### src/common/fcsm_pkg.sv
// Purpose: shared constants of the flash command sequencer host
// Assumes: 100 MHz clock, 16-bit flash data, 19 address pins
// Notes:   offsets are byte addresses on an APB bus with 32-bit data
package fcsm_pkg;
  // clock and bus-cycle timing (least times, rounded up)
  localparam int CLK_NS      = 10;
  localparam int T_SETUP_NS  = 10;
  localparam int T_WP_NS     = 35;
  localparam int T_ACC_NS    = 70;
  localparam int T_HOLD_NS   = 20;
  localparam int T_SUSP_US   = 20;
  localparam int T_SETUP_CYC = (T_SETUP_NS + CLK_NS - 1) / CLK_NS;
  localparam int T_WP_CYC    = (T_WP_NS + CLK_NS - 1) / CLK_NS;
  localparam int T_ACC_CYC   = (T_ACC_NS + CLK_NS - 1) / CLK_NS;
  localparam int T_HOLD_CYC  = (T_HOLD_NS + CLK_NS - 1) / CLK_NS;
  localparam int T_SUSP_CYC  = (T_SUSP_US * 1000 + CLK_NS - 1) / CLK_NS;

  // register byte offsets
  localparam logic [7:0] REG_CTRL  = 8'h00;
  localparam logic [7:0] REG_ADDR  = 8'h04;
  localparam logic [7:0] REG_WDATA = 8'h08;
  localparam logic [7:0] REG_STAT  = 8'h0c;
  localparam logic [7:0] REG_RDATA = 8'h10;

  // control fields: op code and byte-mode select
  localparam int CTRL_OP_LSB = 0;
  localparam int CTRL_BYTE   = 4;
  localparam logic [4:0] CTRL_RST = 5'h00;

  // status bits
  localparam int ST_BUSY    = 0;
  localparam int ST_ERR     = 1;
  localparam int ST_REFUSED = 2;
  localparam int ST_BYPASS  = 3;
  localparam int ST_IDENT   = 4;
  localparam int ST_SUSP    = 5;
  localparam int ST_ERASING = 6;

  // host operation codes written to the control register
  localparam logic [3:0] OP_READ   = 4'h0;
  localparam logic [3:0] OP_RESET  = 4'h1;
  localparam logic [3:0] OP_IDENT  = 4'h2;
  localparam logic [3:0] OP_PROG   = 4'h3;
  localparam logic [3:0] OP_BYP_EN = 4'h4;
  localparam logic [3:0] OP_BYP_EX = 4'h5;
  localparam logic [3:0] OP_CHIP   = 4'h6;
  localparam logic [3:0] OP_SECTOR = 4'h7;
  localparam logic [3:0] OP_SUSP   = 4'h8;
  localparam logic [3:0] OP_RESUME = 4'h9;
  localparam logic [3:0] OP_POLL   = 4'ha;

  // flash command codes
  localparam logic [15:0] CMD_RESET   = 16'h00f0;
  localparam logic [15:0] CMD_SUSP    = 16'h00b0;
  localparam logic [15:0] CMD_RESUME  = 16'h0030;
  localparam logic [15:0] CMD_PROG    = 16'h00a0;
  localparam logic [15:0] CMD_IDENT   = 16'h0090;
  localparam logic [15:0] CMD_ESETUP  = 16'h0080;
  localparam logic [15:0] CMD_CHIP    = 16'h0010;
  localparam logic [15:0] CMD_SECTOR  = 16'h0030;
  localparam logic [15:0] CMD_BYP_EN  = 16'h0020;
  localparam logic [15:0] CMD_BYP_EX0 = 16'h0090;
  localparam logic [15:0] CMD_BYP_EX1 = 16'h0000;
  localparam logic [15:0] UNLOCK1     = 16'h00aa;
  localparam logic [15:0] UNLOCK2     = 16'h0055;

  // unlock addresses in word and byte mode
  localparam logic [18:0] UA1_WORD = 19'h00555;
  localparam logic [18:0] UA2_WORD = 19'h002aa;
  localparam logic [18:0] UA1_BYTE = 19'h00aaa;
  localparam logic [18:0] UA2_BYTE = 19'h00555;

  // status bit positions on the flash data bus
  localparam int DQ_TOGGLE  = 6;
  localparam int DQ_TLIMIT  = 5;
endpackage

### src/design/fcsm_bus_cycle.sv
// Purpose: one asynchronous flash read or write cycle on the pins
// Assumes: pin inputs are synchronous to clk
// Notes:   chip enable frames the strobe so we/oe edges decide latching
`timescale 1ns/10ps
`default_nettype none
module fcsm_bus_cycle
  import fcsm_pkg::*;
(
  // clock and reset
  input  wire logic        clk,
  input  wire logic        rst_n,
  // request from the sequencer
  input  wire logic        start,
  input  wire logic        wr,
  input  wire logic [18:0] addr,
  input  wire logic [15:0] wdata,
  output logic             done,
  output logic [15:0]      rdata,
  // flash pins
  output logic [18:0]      fl_addr,
  output logic [15:0]      fl_dq_out,
  output logic             fl_dq_oe_n,
  input  wire logic [15:0] fl_dq_in,
  output logic             fl_ce_n,
  output logic             fl_we_n,
  output logic             fl_oe_n
);
  typedef enum logic [1:0] {P_IDLE, P_SETUP, P_STROBE, P_HOLD} fcsm_ph_e;

  fcsm_ph_e    ph_q, ph_d;
  logic [7:0]  cnt_q, cnt_d;
  logic        wr_q, wr_d, done_q, done_d;
  logic [15:0] rd_q, rd_d;
  logic [18:0] a_q, a_d;
  logic [15:0] dq_q, dq_d;
  logic        dqoe_n_q, dqoe_n_d, ce_n_q, ce_n_d;
  logic        we_n_q, we_n_d, oe_n_q, oe_n_d;

  // phase sequencing; we stays high on reads so oe low never looks
  // like a write, and oe stays high on writes
  always_comb begin
    ph_d = ph_q; cnt_d = cnt_q; wr_d = wr_q; done_d = 1'b0;
    rd_d = rd_q; a_d = a_q; dq_d = dq_q; dqoe_n_d = dqoe_n_q;
    ce_n_d = ce_n_q; we_n_d = we_n_q; oe_n_d = oe_n_q;
    case (ph_q)
      P_IDLE: if (start) begin
        a_d = addr; dq_d = wdata; wr_d = wr;
        dqoe_n_d = ~wr;
        ce_n_d = 1'b0;                    // ce falls first
        cnt_d = 8'(T_SETUP_CYC - 1);
        ph_d = P_SETUP;
      end
      P_SETUP: if (cnt_q == 8'h00) begin
        we_n_d = ~wr_q;                   // address taken here
        oe_n_d = wr_q;
        cnt_d = wr_q ? 8'(T_WP_CYC - 1) : 8'(T_ACC_CYC - 1);
        ph_d = P_STROBE;
      end else cnt_d = cnt_q - 8'h01;
      P_STROBE: if (cnt_q == 8'h00) begin
        we_n_d = 1'b1;                    // we rises before ce
        oe_n_d = 1'b1;
        if (!wr_q) rd_d = fl_dq_in;
        cnt_d = 8'(T_HOLD_CYC - 1);
        ph_d = P_HOLD;
      end else cnt_d = cnt_q - 8'h01;
      default: if (cnt_q == 8'h00) begin
        ce_n_d = 1'b1; dqoe_n_d = 1'b1; done_d = 1'b1;
        ph_d = P_IDLE;
      end else cnt_d = cnt_q - 8'h01;
    endcase
  end

  // registers; pins idle with every strobe high
  always_ff @(posedge clk) begin
    if (!rst_n) begin
      ph_q <= P_IDLE; cnt_q <= 8'h00; wr_q <= 1'b0; done_q <= 1'b0;
      rd_q <= 16'h0000; a_q <= 19'h00000; dq_q <= 16'h0000;
      dqoe_n_q <= 1'b1; ce_n_q <= 1'b1; we_n_q <= 1'b1; oe_n_q <= 1'b1;
    end else begin
      ph_q <= ph_d; cnt_q <= cnt_d; wr_q <= wr_d; done_q <= done_d;
      rd_q <= rd_d; a_q <= a_d; dq_q <= dq_d;
      dqoe_n_q <= dqoe_n_d; ce_n_q <= ce_n_d;
      we_n_q <= we_n_d; oe_n_q <= oe_n_d;
    end
  end

  assign done       = done_q;
  assign rdata      = rd_q;
  assign fl_addr    = a_q;
  assign fl_dq_out  = dq_q;
  assign fl_dq_oe_n = dqoe_n_q;
  assign fl_ce_n    = ce_n_q;
  assign fl_we_n    = we_n_q;
  assign fl_oe_n    = oe_n_q;
endmodule // fcsm_bus_cycle
`default_nettype wire

### src/design/fcsm_host.sv
// Purpose: host that drives a parallel NOR flash command interface
// Assumes: software orders operations over APB, one at a time
// Notes:   flash status polling uses the toggle bit
//
// The placing of the registers and the APB slave port were left to the implementer.
`timescale 1ns/10ps
`default_nettype none
module fcsm_host
  import fcsm_pkg::*;
(
  // clock and reset
  input  wire logic        clk,
  input  wire logic        rst_n,
  // apb slave
  input  wire logic        psel,
  input  wire logic        penable,
  input  wire logic        pwrite,
  input  wire logic [7:0]  paddr,
  input  wire logic [31:0] pwdata,
  output logic [31:0]      prdata,
  output logic             pready,
  output logic             pslverr,
  // flash pins
  output logic [18:0]      fl_addr,
  output logic [15:0]      fl_dq_out,
  output logic             fl_dq_oe_n,
  input  wire logic [15:0] fl_dq_in,
  output logic             fl_ce_n,
  output logic             fl_we_n,
  output logic             fl_oe_n,
  output logic             fl_byte_n
);
  typedef enum logic [2:0] {
    S_IDLE, S_WR, S_POLL_A, S_POLL_B, S_FIX, S_WAIT, S_READ
  } fcsm_st_e;

  fcsm_st_e    st_q, st_d;
  logic [3:0]  op_q, op_d;
  logic [2:0]  idx_q, idx_d;
  logic        iss_q, iss_d;
  logic [11:0] wcnt_q, wcnt_d;
  logic [15:0] rd1_q, rd1_d, rdat_q, rdat_d;
  logic        err_q, err_d, ref_q, ref_d, byp_q, byp_d;
  logic        idm_q, idm_d, susp_q, susp_d, ers_q, ers_d;
  logic        byte_q, byte_d, bn_q, bn_d;
  logic [18:0] addr_q, addr_d;
  logic [15:0] wdat_q, wdat_d;
  logic        cs_q, cs_d, cw_q, cw_d;
  logic [18:0] ca_q, ca_d;
  logic [15:0] cd_q, cd_d;
  logic        prdy_q, prdy_d, perr_q, perr_d;
  logic [31:0] prd_q, prd_d;
  logic        cyc_done;
  logic [15:0] cyc_rdata;
  logic        acc, wr_en, go;
  logic [35:0] step;

  // one write of a command sequence: {last, address, data}
  function automatic logic [35:0] seq_step(input logic [3:0] op,
      input logic [2:0] i, input logic bm, input logic bp,
      input logic [18:0] a, input logic [15:0] d);
    logic [18:0] u1;
    logic [18:0] u2;
    u1 = bm ? UA1_BYTE : UA1_WORD;
    u2 = bm ? UA2_BYTE : UA2_WORD;
    seq_step = {1'b1, 19'h00000, CMD_RESET};   // address ignored
    if (i == 3'd0 || i == 3'd3) seq_step = {1'b0, u1, UNLOCK1};
    if (i == 3'd1 || i == 3'd4) seq_step = {1'b0, u2, UNLOCK2};
    case (op)
      OP_IDENT:  if (i == 3'd2) seq_step = {1'b1, u1, CMD_IDENT};
      OP_BYP_EN: if (i == 3'd2) seq_step = {1'b1, u1, CMD_BYP_EN};
      OP_BYP_EX: seq_step = (i == 3'd0) ? {1'b0, 19'h00000, CMD_BYP_EX0}
                                        : {1'b1, 19'h00000, CMD_BYP_EX1};
      OP_PROG: begin
        if (bp) seq_step = (i == 3'd0) ? {1'b0, 19'h00000, CMD_PROG}
                                       : {1'b1, a, d};
        else if (i == 3'd2) seq_step = {1'b0, u1, CMD_PROG};
        else if (i == 3'd3) seq_step = {1'b1, a, d};
      end
      OP_CHIP, OP_SECTOR: begin
        if (i == 3'd2) seq_step = {1'b0, u1, CMD_ESETUP};
        if (i == 3'd5) seq_step = (op == OP_CHIP)
            ? {1'b1, u1, CMD_CHIP}
            : {1'b1, a[18:12], 12'h000, CMD_SECTOR};
      end
      OP_SUSP:   seq_step = {1'b1, 19'h00000, CMD_SUSP};
      OP_RESUME: seq_step = {1'b1, 19'h00000, CMD_RESUME};
      default:   seq_step = {1'b1, 19'h00000, CMD_RESET};
    endcase
  endfunction

  // whether an operation suits the current flash mode
  function automatic logic op_ok(input logic [3:0] op, input logic idm,
      input logic ers, input logic sus, input logic bp);
    op_ok = 1'b1;
    if (idm) op_ok = (op == OP_RESET) || (op == OP_READ);
    else if (ers) op_ok = (op == OP_SUSP) || (op == OP_POLL)
                       || (op == OP_READ);
    else if (op == OP_SUSP) op_ok = 1'b0;
    else if (op == OP_RESUME) op_ok = sus;
    else if (sus) op_ok = (op != OP_IDENT) && (op != OP_CHIP)
                       && (op != OP_SECTOR);
    else if (bp) op_ok = (op == OP_PROG) || (op == OP_BYP_EX)
                      || (op == OP_READ) || (op == OP_POLL);
    else if (op == OP_BYP_EX) op_ok = 1'b0;
    if (op > OP_POLL) op_ok = 1'b0;
  endfunction

  assign acc   = psel && penable && prdy_q;
  assign wr_en = acc && pwrite;
  assign go    = wr_en && (paddr == REG_CTRL);
  assign step  = seq_step(op_q, idx_q, byte_q, byp_q, addr_q, wdat_q);

  // apb slave: one wait state, registered answer
  always_comb begin
    prdy_d = psel && penable && !prdy_q;
    perr_d = 1'b0;
    prd_d  = 32'h00000000;
    addr_d = addr_q;
    wdat_d = wdat_q;
    if (psel && penable && !prdy_q) begin
      if (paddr == REG_CTRL) prd_d = {27'h0, byte_q, op_q};
      else if (paddr == REG_ADDR) prd_d = {13'h0, addr_q};
      else if (paddr == REG_WDATA) prd_d = {16'h0, wdat_q};
      else if (paddr == REG_STAT)
        prd_d = {25'h0, ers_q, susp_q, idm_q, byp_q, ref_q, err_q,
                 st_q != S_IDLE};
      else if (paddr == REG_RDATA) prd_d = {16'h0, rdat_q};
      else perr_d = 1'b1;
    end
    if (wr_en && paddr == REG_ADDR) addr_d = pwdata[18:0];
    if (wr_en && paddr == REG_WDATA) wdat_d = pwdata[15:0];
  end

  // sequencer: expands an operation into flash bus cycles
  always_comb begin
    st_d = st_q; op_d = op_q; idx_d = idx_q; iss_d = iss_q;
    wcnt_d = wcnt_q; rd1_d = rd1_q; rdat_d = rdat_q; err_d = err_q;
    ref_d = ref_q; byp_d = byp_q; idm_d = idm_q; susp_d = susp_q;
    ers_d = ers_q; byte_d = byte_q;
    cs_d = 1'b0; cw_d = cw_q; ca_d = ca_q; cd_d = cd_q;
    // write one to clear; a new event in the same cycle wins below
    if (wr_en && paddr == REG_STAT) begin
      if (pwdata[ST_ERR]) err_d = 1'b0;
      if (pwdata[ST_REFUSED]) ref_d = 1'b0;
    end
    case (st_q)
      S_IDLE: if (go) begin
        if (op_ok(pwdata[3:0], idm_q, ers_q, susp_q, byp_q)) begin
          op_d = pwdata[3:0]; byte_d = pwdata[CTRL_BYTE];
          idx_d = 3'd0; iss_d = 1'b0;
          if (pwdata[3:0] == OP_READ) st_d = S_READ;
          else if (pwdata[3:0] == OP_POLL) st_d = S_POLL_A;
          else st_d = S_WR;
        end else ref_d = 1'b1;
      end
      S_WR: if (!iss_q) begin
        cs_d = 1'b1; cw_d = 1'b1; iss_d = 1'b1;
        ca_d = step[34:16]; cd_d = step[15:0];
      end else if (cyc_done) begin
        iss_d = 1'b0;
        if (!step[35]) idx_d = idx_q + 3'd1;
        else begin
          st_d = S_IDLE;
          case (op_q)
            OP_RESET: idm_d = 1'b0;
            OP_IDENT: idm_d = 1'b1;
            OP_BYP_EN: byp_d = 1'b1;
            OP_BYP_EX: byp_d = 1'b0;
            OP_SECTOR: ers_d = 1'b1;
            OP_RESUME: begin
              susp_d = 1'b0; ers_d = 1'b1;
            end
            OP_SUSP: begin
              wcnt_d = 12'(T_SUSP_CYC - 1); st_d = S_WAIT;
            end
            OP_PROG, OP_CHIP: st_d = S_POLL_A;
            default: st_d = S_IDLE;
          endcase
        end
      end
      S_POLL_A, S_POLL_B, S_READ: if (!iss_q) begin
        cs_d = 1'b1; cw_d = 1'b0; iss_d = 1'b1; ca_d = addr_q;
      end else if (cyc_done) begin
        iss_d = 1'b0; rdat_d = cyc_rdata;
        if (st_q == S_READ) st_d = S_IDLE;
        else if (st_q == S_POLL_A) begin
          rd1_d = cyc_rdata; st_d = S_POLL_B;
        end else if (rd1_q[DQ_TOGGLE] == cyc_rdata[DQ_TOGGLE]) begin
          st_d = S_IDLE;
          if (op_q == OP_POLL) ers_d = 1'b0;
        end else if (cyc_data_limit(cyc_rdata)) begin
          err_d = 1'b1; idx_d = 3'd0; st_d = S_FIX;
        end else st_d = S_POLL_A;
      end
      S_FIX: if (!iss_q) begin
        cs_d = 1'b1; cw_d = 1'b1; iss_d = 1'b1;
        ca_d = 19'h00000; cd_d = CMD_RESET;
      end else if (cyc_done) begin
        iss_d = 1'b0; st_d = S_IDLE;
        if (op_q == OP_POLL) ers_d = 1'b0;
      end
      default: if (wcnt_q == 12'h000) begin
        susp_d = 1'b1; ers_d = 1'b0; st_d = S_IDLE;
      end else wcnt_d = wcnt_q - 12'h001;
    endcase
    bn_d = !byte_d;                 // pin level kept in its own flop
  end

  // timing-limit flag as read back during a poll
  function automatic logic cyc_data_limit(input logic [15:0] d);
    cyc_data_limit = d[DQ_TLIMIT];
  endfunction

  // all sequencer and bus state; mode flags clear at reset
  always_ff @(posedge clk) begin
    if (!rst_n) begin
      st_q <= S_IDLE; op_q <= OP_READ; idx_q <= 3'd0; iss_q <= 1'b0;
      wcnt_q <= 12'h000; rd1_q <= 16'h0000; rdat_q <= 16'h0000;
      err_q <= 1'b0; ref_q <= 1'b0; byp_q <= 1'b0; idm_q <= 1'b0;
      susp_q <= 1'b0; ers_q <= 1'b0; byte_q <= CTRL_RST[CTRL_BYTE];
      addr_q <= 19'h00000; wdat_q <= 16'h0000; bn_q <= !CTRL_RST[CTRL_BYTE];
      cs_q <= 1'b0; cw_q <= 1'b0; ca_q <= 19'h00000; cd_q <= 16'h0000;
      prdy_q <= 1'b0; perr_q <= 1'b0; prd_q <= 32'h00000000;
    end else begin
      st_q <= st_d; op_q <= op_d; idx_q <= idx_d; iss_q <= iss_d;
      wcnt_q <= wcnt_d; rd1_q <= rd1_d; rdat_q <= rdat_d;
      err_q <= err_d; ref_q <= ref_d; byp_q <= byp_d; idm_q <= idm_d;
      susp_q <= susp_d; ers_q <= ers_d; byte_q <= byte_d;
      addr_q <= addr_d; wdat_q <= wdat_d; bn_q <= bn_d;
      cs_q <= cs_d; cw_q <= cw_d; ca_q <= ca_d; cd_q <= cd_d;
      prdy_q <= prdy_d; perr_q <= perr_d; prd_q <= prd_d;
    end
  end

  // pin-level cycle generator
  fcsm_bus_cycle u_cyc (
    .clk        (clk),
    .rst_n      (rst_n),
    .start      (cs_q),
    .wr         (cw_q),
    .addr       (ca_q),
    .wdata      (cd_q),
    .done       (cyc_done),
    .rdata      (cyc_rdata),
    .fl_addr    (fl_addr),
    .fl_dq_out  (fl_dq_out),
    .fl_dq_oe_n (fl_dq_oe_n),
    .fl_dq_in   (fl_dq_in),
    .fl_ce_n    (fl_ce_n),
    .fl_we_n    (fl_we_n),
    .fl_oe_n    (fl_oe_n)
  );

  assign prdata    = prd_q;
  assign pready    = prdy_q;
  assign pslverr   = perr_q;
  assign fl_byte_n = bn_q;        // low selects 8-bit width
endmodule // fcsm_host
`default_nettype wire

### config.mk
export PLATFORM = sky130hd
export DESIGN_NAME = fcsm_host
export DESIGN_NICKNAME = d
export VERILOG_FILES = /design/src/common/fcsm_pkg.sv /design/src/design/fcsm_bus_cycle.sv /design/src/design/fcsm_host.sv
export SDC_FILE = /design/constraint.sdc
export NUM_CORES = 1
export LEC_CHECK = 0
export ABC_AREA = 1
export BUFFER_PORTS_ARGS = -buffer_cell sky130_fd_sc_hd__buf_2
export CAP_MARGIN = 20
export CORE_UTILIZATION = 52
export DETAILED_ROUTE_END_ITERATION = 8
export PLACE_DENSITY = 0.76
export SYNTH_ARGS = -nofsm -noshare
export SYNTH_HDL_FRONTEND = slang
export SYNTH_HIERARCHICAL = 1
export SYNTH_SLANG_ARGS = --single-unit
### constraint.sdc
create_clock -name clk -period 2.1 [get_ports clk]
set_clock_uncertainty 0.2 [all_clocks]
set_input_delay 0.21 -clock clk [delete_from_list [all_inputs] [get_ports clk]]
set_output_delay 0.21 -clock clk [all_outputs]
set_load 0.02 [all_outputs]
== After elaboration in Yosys (flattened, before gate mapping) ==
Index checks and enable logic that the tools add are counted.
Widths: inputs -> output; s select.
Cells by class
  equality and inequality tests: 63
  reductions and logical operators: 73
  muxes and demuxes: 143
  $lt $le $gt $ge: 1
  $add $sub $neg: 3
  bitwise operators: 8
Operators with widths (count)
  $mux 36: 11
  $pmux 36 s7: 1
  $mux 3: 27
  $mux 16: 5
  $mux 19: 4
  $mux 12: 6
  $mux 1: 59
  $pmux 19 s3: 1
  $mux 35: 1
  $ne 2x2->1 const B: 17
  $mux 8: 4
  $pmux 16 s2: 1
  $eq 4x4->1 const B: 6
  $pmux 12 s2: 1
  $pmux 8 s3: 1
  $reduce_and 3->1: 8
  $eq 4x3->1 const B: 5
  $ne 2x1->1 const B: 9
  $pmux 1 s2: 9
  $eq 8x4->1 const B: 2
  $logic_not 8->1: 2
  $reduce_bool 2->1: 8
  $reduce_and 5->1: 3
  $reduce_and 13->1: 1
  46 further kinds: 99
Word-level totals
  bits in registers: 227
  logic and storage cells: 328

== Logic depth before layout (Yosys ltp) ==
Gate-level depths: netlist (run 1).
  depth in word-level cells: 17
  mapped depth: 15
  mapped depth without buffers: 15

== By module ==
Netlist (run 1), hierarchy kept.
By module, submodules not included
  fcsm_host: instances 1, area each 7120.6 µm², cells each 1047
  fcsm_bus_cycle: instances 1, area each 2735.1 µm², cells each 358

== Worst setup path before layout (run 1) ==
No wires, ideal clock.
  kind: reg-to-reg
  start: register idx_q[0]
  end: register ca_q[10]
  required time: 1.781 ns
  arrival time: 1.733 ns
  clock period less this slack: 2.052 ns
  slack: 0.048 ns
  setup time: 0.119 ns
  stages on the path, launching flop included: 13
  buffers on the path: 0
  path through: dfxtp_1 inv_1 ha_1 inv_1 nand2_1 o21ai_0 nor2_1 o21ai_0 inv_1 a21oi_1 nand2_1 nand2_1 a21oi_1
Between the ends
  longest elaborated chain between the ends: 10
  elaborated cells on any way between the ends: 21
  those cells by class: eq/ne: 5; mux: 13; reduce/logical: 3
Ends and longest elaborated chain
  from (decl): line fcsm_host.sv:39  | logic [2:0] idx_q, idx_d;
  from (signal assigned): line fcsm_host.sv:226  | st_q <= st_d; op_q <= op_d; idx_q <= idx_d; iss_q <= iss_d;
  $eq 3x2->1 / $logic_not 3->1 (equally long branches): line fcsm_host.sv:67, fcsm_host.sv:78, fcsm_host.sv:75
  $logic_or 1x1->1: line fcsm_host.sv:67  | if (i == 3'd0 || i == 3'd3) seq_step = {1'b0, u1, UNLOCK1};
  $mux 36: line fcsm_host.sv:67
  $mux 36: line fcsm_host.sv:68  | if (i == 3'd1 || i == 3'd4) seq_step = {1'b0, u2, UNLOCK2};
  $mux 36: line fcsm_host.sv:78  | else if (i == 3'd3) seq_step = {1'b1, a, d};
  $mux 36: line fcsm_host.sv:77  | else if (i == 3'd2) seq_step = {1'b0, u1, CMD_PROG};
  $mux 36: line fcsm_host.sv:75  | if (bp) seq_step = (i == 3'd0) ? {1'b0, 19'h00000, CMD_PROG}
  $pmux 36 s7 *: line fcsm_host.sv:69  | case (op)
  $mux 19 *: line fcsm_host.sv:157  | S_WR: if (!iss_q) begin
  $pmux 19 s3 *: line fcsm_host.sv:147  | case (st_q)
  to (signal assigned): line fcsm_host.sv:223  | cs_q <= 1'b0; cw_q <= 1'b0; ca_q <= 19'h00000; cd_q <= 16'h0000;
  to (signal assigned): line fcsm_host.sv:231  | cs_q <= cs_d; cw_q <= cw_d; ca_q <= ca_d; cd_q <= cd_d;
  to (decl): line fcsm_host.sv:49  | logic [18:0] ca_q, ca_d;
Mark *: on every way between the ends. The rest lies on a longest branch, timed or not. The select of a mux whose other input is x is not followed.
A chain may end at the register's enable or synchronous reset.

== Final worst setup path (run 1) ==
  start: register idx_q[0]
  end: register wcnt_q[10]
Between the ends
  longest elaborated chain between the ends: 10
  elaborated cells on any way between the ends: 22
  those cells by class: eq/ne: 6; mux: 12; reduce/logical: 4
Ends and longest elaborated chain
  $eq 3x2->1 / $logic_not 3->1 (equally long branches)
  $logic_or 1x1->1: line fcsm_host.sv:67
  $mux 36: line fcsm_host.sv:67
  $mux 36: line fcsm_host.sv:68
  $mux 36: line fcsm_host.sv:78
  $mux 36: line fcsm_host.sv:77
  $mux 36: line fcsm_host.sv:75
  $pmux 36 s7 *: line fcsm_host.sv:69
  $ne 2x2->1 (no source line) *
  $reduce_and 6->1 (no source line) *
  to (signal assigned): line fcsm_host.sv:227  | wcnt_q <= wcnt_d; rd1_q <= rd1_d; rdat_q <= rdat_d;
  to (decl): line fcsm_host.sv:41  | logic [11:0] wcnt_q, wcnt_d;
Mark *: on every way between the ends. The rest lies on a longest branch, timed or not.

==> results of run 1 <==
## where the power goes
group          leakage (nW)  switching, mW  total (mW)  internal, mW
Combinational          3.68           3.82        6.16          2.34
Clock                 0.375           1.53        4.05          2.52
Sequential             1.69          0.423        4.97          4.54
## per-stage QoR
step / utilization / setup TNS, ns / setup WS [ns]
after global routing: 0.693 / -0.889 / -0.0834
final: 0.693 / 0 / 0.0416
after CTS: 0.670 / 0 / 0.00306
after detailed placement: 0.607 / -1.56 / -0.101
after global placement: 0.607 / -0.302 / -0.0277
after floorplan: - / 0 / 0.0480
## registers in the layout, indices dropped and copies added (netlist names), 8 cells and up
register         cells
u_cyc/fl_dq_out     16
wdat_q              16
u_cyc/rdata         16
rdat_q              16
cd_q                16
addr_q              19
wcnt_q              12
ca_q                19
u_cyc/cnt_q          8
u_cyc/fl_addr       19
prdata              19
## cell type report
cell class	instances	area, µm²
fill	1491	5610
multi-input combinational	1013	5190
sequential	208	4180
timing repair buffer	245	1740
clock buffer	34	657
inverter	128	499
tap	229	287
clock inverter	6	109
## cell families after synthesis
group	Yosys count	share of synthesized area
DFF	208	0.422
AOI/OAI and AO/OA	316	0.176
buffers and inverters	197	0.0868
xor gates and xnor gates	5	0.00444
adders and majority gates	11	0.0140
other	1	0.000380
and+or+nand+nor	667	0.296
## per-layer routing
metal  vias to the layer above  GRT usage  wire [µm]
met2                       446      0.467      13200
met4                         0     0.0816        749
met5                         -          0          0
met3                        69     0.0485       2210
met1                      4641      0.383      12500
li1                       5038          -          -
## cell usage in the layout (no fill, tap or decap), drive strengths merged, types with 14 or more instances in the layout
master / synthesis / routed
dlygate4sd3: 0 / 35
o21ai: 156 / 156
nor3: 20 / 20
nand4: 33 / 33
nand3: 68 / 69
or2: 14 / 14
a211oi: 18 / 18
nor2: 240 / 240
a21oi: 115 / 115
nand2: 287 / 287
dfxtp: 208 / 208
inv: 123 / 122
buf: 32 / 209
clkbuf: 37 / 35
## worst max-delay path by stage
stage                       to  slack, ns  depth (start not counted)
finish              wcnt_q[10]       0.04                         12
global route           st_q[2]      -0.08                         14
CTS                    st_q[2]      0.003                         13
detailed placement     st_q[2]      -0.10                         14
global placement       ca_q[9]      -0.03                         13
floorplan             ca_q[10]       0.05                         12
## timing repair
item	CTS	global route
pin swaps	2	30
setup endpoints to repair	41	65
gates resized for setup	13	86
hold endpoints to repair	57	0
gates cloned	0	2
hold buffers	35	0
setup buffers	0	12
## worst max-delay path, cell delays in order (launching register included)
cell and delay [ns]:
dfxtp_4 0.38, inv_6 0.09, ha_4 0.17, nand2_8 0.07, nor2_4 0.10, nor2_4 0.06, nand2_2 0.09, nand3_4 0.08
nor2_4 0.22, nand2_4 0.15, clkbuf_16 0.18, nand4_1 0.08, a21oi_1 0.07
==> results.toml, run 1 <==
[synth]
synth.top_cells.by_count = "nand2_1, nor2_1, dfxtp_1"
synth_top_area_cell = "dfxtp_1"
syn_area_um2 = 9860
synthDistinctLibCells = 53
synth_seq_area_share = 0.422
synthFlopType = "dfxtp_1"
synth-edff-count = 0
synth_most_common_cell = "nand2_1"
synth.top_cell.area_share = 0.422
ys_warn_count = 6
async_reset_ff_frac = 0
synthCells = 1405
synth_seq_cells = 208
syn_avg_cell_area_um2 = 7.01
synth_area_leaders = "dfxtp_1, nand2_1, nor2_1, o21ai_0, a21oi_1"

[timing]
drv_slew = 0
hold_slack_ns = 0.0266
worst_pin_slew_ns = 0.545
min_period_ns = 2.06
rsz0062_at_grt = "yes"
period_share = 0.980
setup_viol = 0
hold_viol = 0
fmax_mhz = 486
max-slew-margin-rel = 0.637

[setup_path]
startpoint = "idx_q[0]"
worstPathArrival_ns = 2.25
reg2reg_depth = 12
crit_fanout = 7
rrSetupSlack_ns = 0.04
cp_data_required_time_ns = 2.29
end_kind = "flip-flop"
rr_endpoint = "wcnt_q[10]"
criticalPathCategory = "flip-flop to flip-flop"
r2r-start = "idx_q[0]"
crit_path_start_kind = "flip-flop"

[clock_tree]
ctsHtreeMaxLevel = 1
clk_transition_reported_paths_ns = 0.06
cts_made_buffers = 22
worstSkewPairLatency_ns = 0.50
cts_sinks = 208
clockRootBuffer = "clkbuf_16"
cts_buffer_depth = 3
tritoncts = "yes"

[run]
maxCapViolCount = 0

[route]
wl_per_cell_um = 15.4
vias = 10200
dr.first_iter.drc_count = 924
drc = 0
antenna_left = 0
routed_wl_um = 28600
firstDrtPassIters = 6
vias_per_cell = 5.47

[floorplan]
io_pins = 135
rows = 49
die-area_um2 = 19500
start_util = 0.539
die_x_um = 140
die_h_um = 140
core_area_um2 = 18300

[global_routing]
grt_pass1_vias = 9256
grt_max_degree = 124
gr-usage-all-layers = 0.284
antenna_found_initial = 1
grt_pass1_wl_um = 45500
gr-total-overflow = 0

[layout]
fin_cells = 1863
num-nets-final = 1690
diodes = 0
drive_gt1_frac = 0.227
design_area_um2 = 12700
syn2layout_area_growth_pct = 28.5

[pwr]
power.density_nw_per_um2 = 1200
total_power_mw = 15.2
ir_drop_v = 0.000911
power.leakage_nw = 5.75

[place]
gp_congestion = 0.945
placed_cell_area_um2 = 11100
port_buffers = 108
dp.cells = 1774
hpwl_um = 19700

[hold_path]
worstHoldStart = "paddr[3]"
whs_path_depth = 6
hp-class = "input pin to flip-flop"
hold_end = "prdata[15]"

[outcome]
status = "complete, no violations"
Note: power is estimated with default switching activity, not from simulation.
==> run 2: changes to the inputs <==
--- a/config.mk
+++ b/config.mk
@@ -8,9 +8,11 @@
 export ABC_AREA = 1
 export BUFFER_PORTS_ARGS = -buffer_cell sky130_fd_sc_hd__buf_2
 export CAP_MARGIN = 20
-export CORE_UTILIZATION = 52
+export CORE_UTILIZATION = 54
+export CTS_BUF_LIST = sky130_fd_sc_hd__clkbuf_4 sky130_fd_sc_hd__clkbuf_8
 export DETAILED_ROUTE_END_ITERATION = 8
-export PLACE_DENSITY = 0.76
+export PLACE_DENSITY = 0.79
+export SKIP_CTS_REPAIR_TIMING = 1
 export SYNTH_ARGS = -nofsm -noshare
 export SYNTH_HDL_FRONTEND = slang
 export SYNTH_HIERARCHICAL = 1
==> run 2 against run 1 <==
Maximum frequency is 0.26% higher. Cell count up 0.75%. Utilization increased by 1.2 points. Highest routed layer unchanged.
==> results.toml, run 2 (synthesis gave the netlist of run 1 again) <==
[layout]
num-nets-final = 1693
syn2layout_area_growth_pct = 28.0
fill_cells = 1449
final_cell_mix = "nand2_1, nor2_1, dfxtp_1"
fin_cells = 1877
regArea_um2 = 4180
layout_commonest_cell = "nand2_1"
post-route-util = 0.705
multi_input_area_um2 = 5110
drive_gt1_frac = 0.227

[global_routing]
antenna_found_initial = 0
grt_max_degree = 124
grt_pass1_vias = 8787
gr-total-overflow = 0
grt_pass1_wl_um = 43300
gr-usage-all-layers = 0.290

[pwr]
power.leakage_nw = 5.76
ir_drop_v = 0.00119
power.density_nw_per_um2 = 1230

[clock_tree]
clk_transition_reported_paths_ns = 0.06
ctsHtreeMaxLevel = 2
clockRootBuffer = "clkbuf_8"
worstSkewPairLatency_ns = 0.54
cts_made_buffers = 37
cts_buffer_depth = 3
cts_sinks = 208
tritoncts = "yes"

[floorplan]
die_x_um = 137
die-area_um2 = 18800
rows = 49
core_area_um2 = 17900
io_pins = 135
die_h_um = 137
start_util = 0.551

[timing]
drv_slew = 0
rsz0062_at_grt = "yes"
min_period_ns = 2.05
period_share = 0.978
fmax_mhz = 487
setup_viol = 0
worst_pin_slew_ns = 0.706
max-slew-margin-rel = 0.529
hold_viol = 0
hold_slack_ns = 0.00702

[route]
vias_per_cell = 5.41
vias = 10100
antenna_left = 0
drc = 0
dr.first_iter.drc_count = 830
wl_per_cell_um = 15.4
routed_wl_um = 28800
firstDrtPassIters = 6

[place]
port_buffers = 108
gp_congestion = 0.906
hpwl_um = 19500
dp.cells = 1765

[run]
maxCapViolCount = 0

[setup_path]
crit_fanout = 10
criticalPathCategory = "flip-flop to flip-flop"
cp_data_required_time_ns = 2.28
end_kind = "flip-flop"
worstPathArrival_ns = 2.23
crit_path_start_kind = "flip-flop"

[outcome]
status = "complete, no violations"

[hold_path]
hp-class = "input pin to flip-flop"
run 2: cell types whose count changed in the layout (fill, tap and decap cells not counted), moves of 9 or more:
cell       delta
nand2_1       +9
nand2_2       -9
clkbuf_16    -24
clkbuf_8     +43
clkbuf_4      +9
buf_4        -14
run 2: final timing paths:
| path | slack, ns | cells after the start | startpoint | to |
|---|---|---|---|---|
| setup / recovery | 0.05 | 11 | idx_q[0] | wcnt_q[4] |
| hold reg to reg | 0.25 | 2 | u_cyc/fl_dq_oe_n | u_cyc/fl_dq_oe_n |
| hold / removal | 0.007 | 6 | paddr[2] | prdata[14] |
| setup reg to reg | 0.05 | 11 | idx_q[0] | wcnt_q[4] |
run 2: routing by layer:
metal / share of wire / routed length (µm) / vias to the layer above / track usage
met5: 0 / 0 / - / 0
met4: 0.032 / 919 / 0 / 0.101
met3: 0.074 / 2130 / 80 / 0.0533
met2: 0.46 / 13200 / 433 / 0.464
met1: 0.44 / 12600 / 4584 / 0.390
li1: - / - / 5049 / -
run 2: final cells by class:
type / count / share of cell area
diodes: 1 / 0.000198
clock buffers: 56 / 0.0566
clock inverters: 9 / 0.0139
inverters: 128 / 0.0394
multi-input cells: 1013 / 0.405
flip-flops and latches: 208 / 0.331
well taps: 229 / 0.0227
repair buffers: 233 / 0.131
run 2: report_power, final:
| part | switching (mW) | internal (mW) | leakage, nW | total (mW) |
|---|---|---|---|---|
| registers | 0.409 | 4.54 | 1.69 | 4.95 |
| logic | 3.78 | 2.30 | 3.62 | 6.08 |
| clock network | 1.71 | 2.79 | 0.458 | 4.50 |
| total | 5.90 | 9.63 | 5.76 | 15.5 |
run 2: through the flow:
stage,power (mW),area (µm²),TNS (ns),worst slack [ns]
after global placement,10.5,11000,-0.999,-0.119
after CTS,15.2,11900,-2.72,-0.153
after global routing,16.5,12600,-0.537,-0.0688
final,15.5,12600,0,0.0471
after floorplan,8.95,9900,0,0.0480
after detailed placement,10.6,11000,-2.40,-0.151
run 2: critical path: stages, from the launching register on:
cell and delay (ns):
dfxtp_4 0.37, ha_2 0.20, ha_4 0.17, nand2_1 0.08, nand2_2 0.07, nand2_2 0.09
nand3_4 0.09, nor2_4 0.22, nand2_4 0.13, buf_12 0.16, nand4_1 0.06, a21oi_1 0.07
==> run 3: changes to the inputs <==
--- a/config.mk
+++ b/config.mk
@@ -6,12 +6,12 @@
 export NUM_CORES = 1
 export LEC_CHECK = 0
 export ABC_AREA = 1
-export BUFFER_PORTS_ARGS = -buffer_cell sky130_fd_sc_hd__buf_2
+export BUFFER_PORTS_ARGS = -buffer_cell sky130_fd_sc_hd__clkbuf_2
 export CAP_MARGIN = 20
-export CORE_UTILIZATION = 54
+export CORE_UTILIZATION = 64
 export CTS_BUF_LIST = sky130_fd_sc_hd__clkbuf_4 sky130_fd_sc_hd__clkbuf_8
 export DETAILED_ROUTE_END_ITERATION = 8
-export PLACE_DENSITY = 0.79
+export PLACE_DENSITY = 0.87
 export SKIP_CTS_REPAIR_TIMING = 1
 export SYNTH_ARGS = -nofsm -noshare
 export SYNTH_HDL_FRONTEND = slang
==> constraint.sdc (replaced) <==
create_clock -name clk -period 2.4 [get_ports clk]
set_clock_uncertainty 0.2 [all_clocks]
set_input_delay 0.24 -clock clk [delete_from_list [all_inputs] [get_ports clk]]
set_output_delay 0.24 -clock clk [all_outputs]
set_load 0.02 [all_outputs]
==> run 3 against run 2 <==
Sequential share of layout area grew 2.6 points. Setup slack better by 0.037 ns. Highest routed layer unchanged. The run now ends with hold timing left. Largest power group unchanged. Critical endpoint is now wcnt_q[3]. Clock power shrank 31%.
==> results.toml, run 3 (synthesis gave the netlist of run 1 again) <==
[outcome]
status = "finished with violations"
violations = "hold timing"

[pwr]
p_sw_frac = 0.403
internal_power_mw = 7.37
power.leakage_nw = 5.33
seqPwrFrac = 0.352
ir_drop_v = 0.000656
power_frac_clock = 0.251
power_switching_mw = 4.98
comb_power_share = 0.397
power.density_nw_per_um2 = 1060

[layout]
layout_commonest_cell = "nand2_1"
diodes = 0
multi_input_area_um2 = 4910
regArea_um2 = 4170
final_cell_mix = "nand2_1, nor2_1, dfxtp_1"
num-nets-final = 1637
fin_cells = 1771
syn2layout_area_growth_pct = 18.6
drive_gt1_frac = 0.168
fill_cells = 1059

[setup_path]
crit_path_start_kind = "flip-flop"
crit_fanout = 7
cp_cell_sequence = "nand2_1 > inv_1 > nand2_1 > nor2_1 > nand2_1 > nand2_1 > buf_4 > nand4_1 > a21oi_1"
criticalPathCategory = "flip-flop to flip-flop"
path_common_cell = "nand2_1"
cp_data_required_time_ns = 2.70
end_kind = "flip-flop"
worstPathArrival_ns = 2.61
cp_slowest_cell = "dfxtp_1"
max_stage_delay_ns = 0.52

[timing]
max-slew-margin-rel = 0.534
min_period_ns = 2.32
setup_viol = 0
worst_pin_slew_ns = 0.699
drv_slew = 0
period_share = 0.965
hold_slack_ns = -0.0196
hold_viol = 1
fin_ws_ns = 0.0836
fin_tns_setup_ns = 0
fmax_mhz = 432
rsz0062_at_grt = "yes"

[route]
antenna_left = 0
wl_per_cell_um = 16.6
vias_per_cell = 5.83
drc = 0
routed_wl_um = 29400
vias = 10300
firstDrtPassIters = 7
dr.first_iter.drc_count = 1279

[clock_tree]
cts_made_buffers = 31
worstSkewPairLatency_ns = 0.58
clockRootBuffer = "clkbuf_8"
cts_sinks = 208
clk_transition_reported_paths_ns = 0.07
cts_buffer_depth = 3
tritoncts = "yes"
ctsHtreeMaxLevel = 1

[place]
dp_slack_ns = 0.0822
gp_congestion = 0.987
port_buffers = 108
hpwl_um = 19400
dp.cells = 1676

[floorplan]
io_pins = 135
start_util = 0.668
die-area_um2 = 15900
rows = 44
die_x_um = 126
core_area_um2 = 14800
die_h_um = 126

[global_routing]
grt_pass1_wl_um = 44200
gr-total-overflow = 0
grt_pass1_vias = 8938
antenna_found_initial = 0
grt_max_degree = 124
gr-usage-all-layers = 0.344

[hold_path]
hp-class = "input pin to flip-flop"

[run]
maxCapViolCount = 0
-- run 3: changes by cell type in the layout (fill, tap and decap cells not counted), moves of 6 or more --
cell,previous run,this run
nand3_1,58,64
nand2_2,14,6
clkbuf_2,0,107
buf_4,80,36
a21oi_2,8,2
inv_2,7,1
buf_2,108,1
a21oi_1,105,112
inv_1,112,120
nand2_1,266,277
clkbuf_8,47,41
-- run 3: power groups by stage --
stage,registers [mW],logic (mW),clock network [mW]
finish,4.35,4.90,3.10
global route,4.41,5.43,3.27
CTS,4.34,4.62,3.11
detailed placement,4.40,4.57,0
global placement,4.39,4.44,0
floorplan,4.53,3.30,0
-- run 3: critical path: cells and delay by family (launching register included) --
family          cells  cell delay (ns)
buf+inv             2             0.36
flops               1             0.52
compound gates      1             0.17
simple gates        6             1.01
-- run 3: metrics by stage --
stage | cell area [µm²] | utilization | total power, mW
2_1_floorplan | 9900 | - | 7.83
3_3_place_gp | 10600 | 0.718 | 8.83
3_5_place_dp | 10600 | 0.718 | 8.97
4_1_cts | 11300 | 0.764 | 12.1
5_1_grt | 11700 | 0.792 | 13.1
6_report | 11700 | 0.792 | 12.4
-- run 3: path summary, 6_finish.rpt --
kind / endpoint / start / slack, ns / cells after the start
min reg2reg: rdat_q[15] / rdat_q[15] / 0.25 / 2
max reg2reg: wcnt_q[3] / op_q[3] / 0.08 / 9
min: pslverr / paddr[4] / -0.02 / 4
max: wcnt_q[3] / op_q[3] / 0.08 / 9
-- run 3: final cells by class --
type | count | area share
clock buffer | 49 | 0.0534
clock inverter | 6 | 0.00492
inverter | 128 | 0.0417
multi-input combinational | 1013 | 0.420
sequential | 208 | 0.357
tap | 184 | 0.0197
timing repair buffer | 183 | 0.104
-- run 3: metal layers --
layer / track usage / part of all wire / routed length (µm) / vias up
met4: 0.0921 / 0.028 / 829 / 0
met1: 0.466 / 0.40 / 11900 / 4699
li1: - / - / - / 4924
met2: 0.563 / 0.46 / 13600 / 617
met3: 0.0646 / 0.11 / 3080 / 83
met5: 0 / 0 / 0 / -
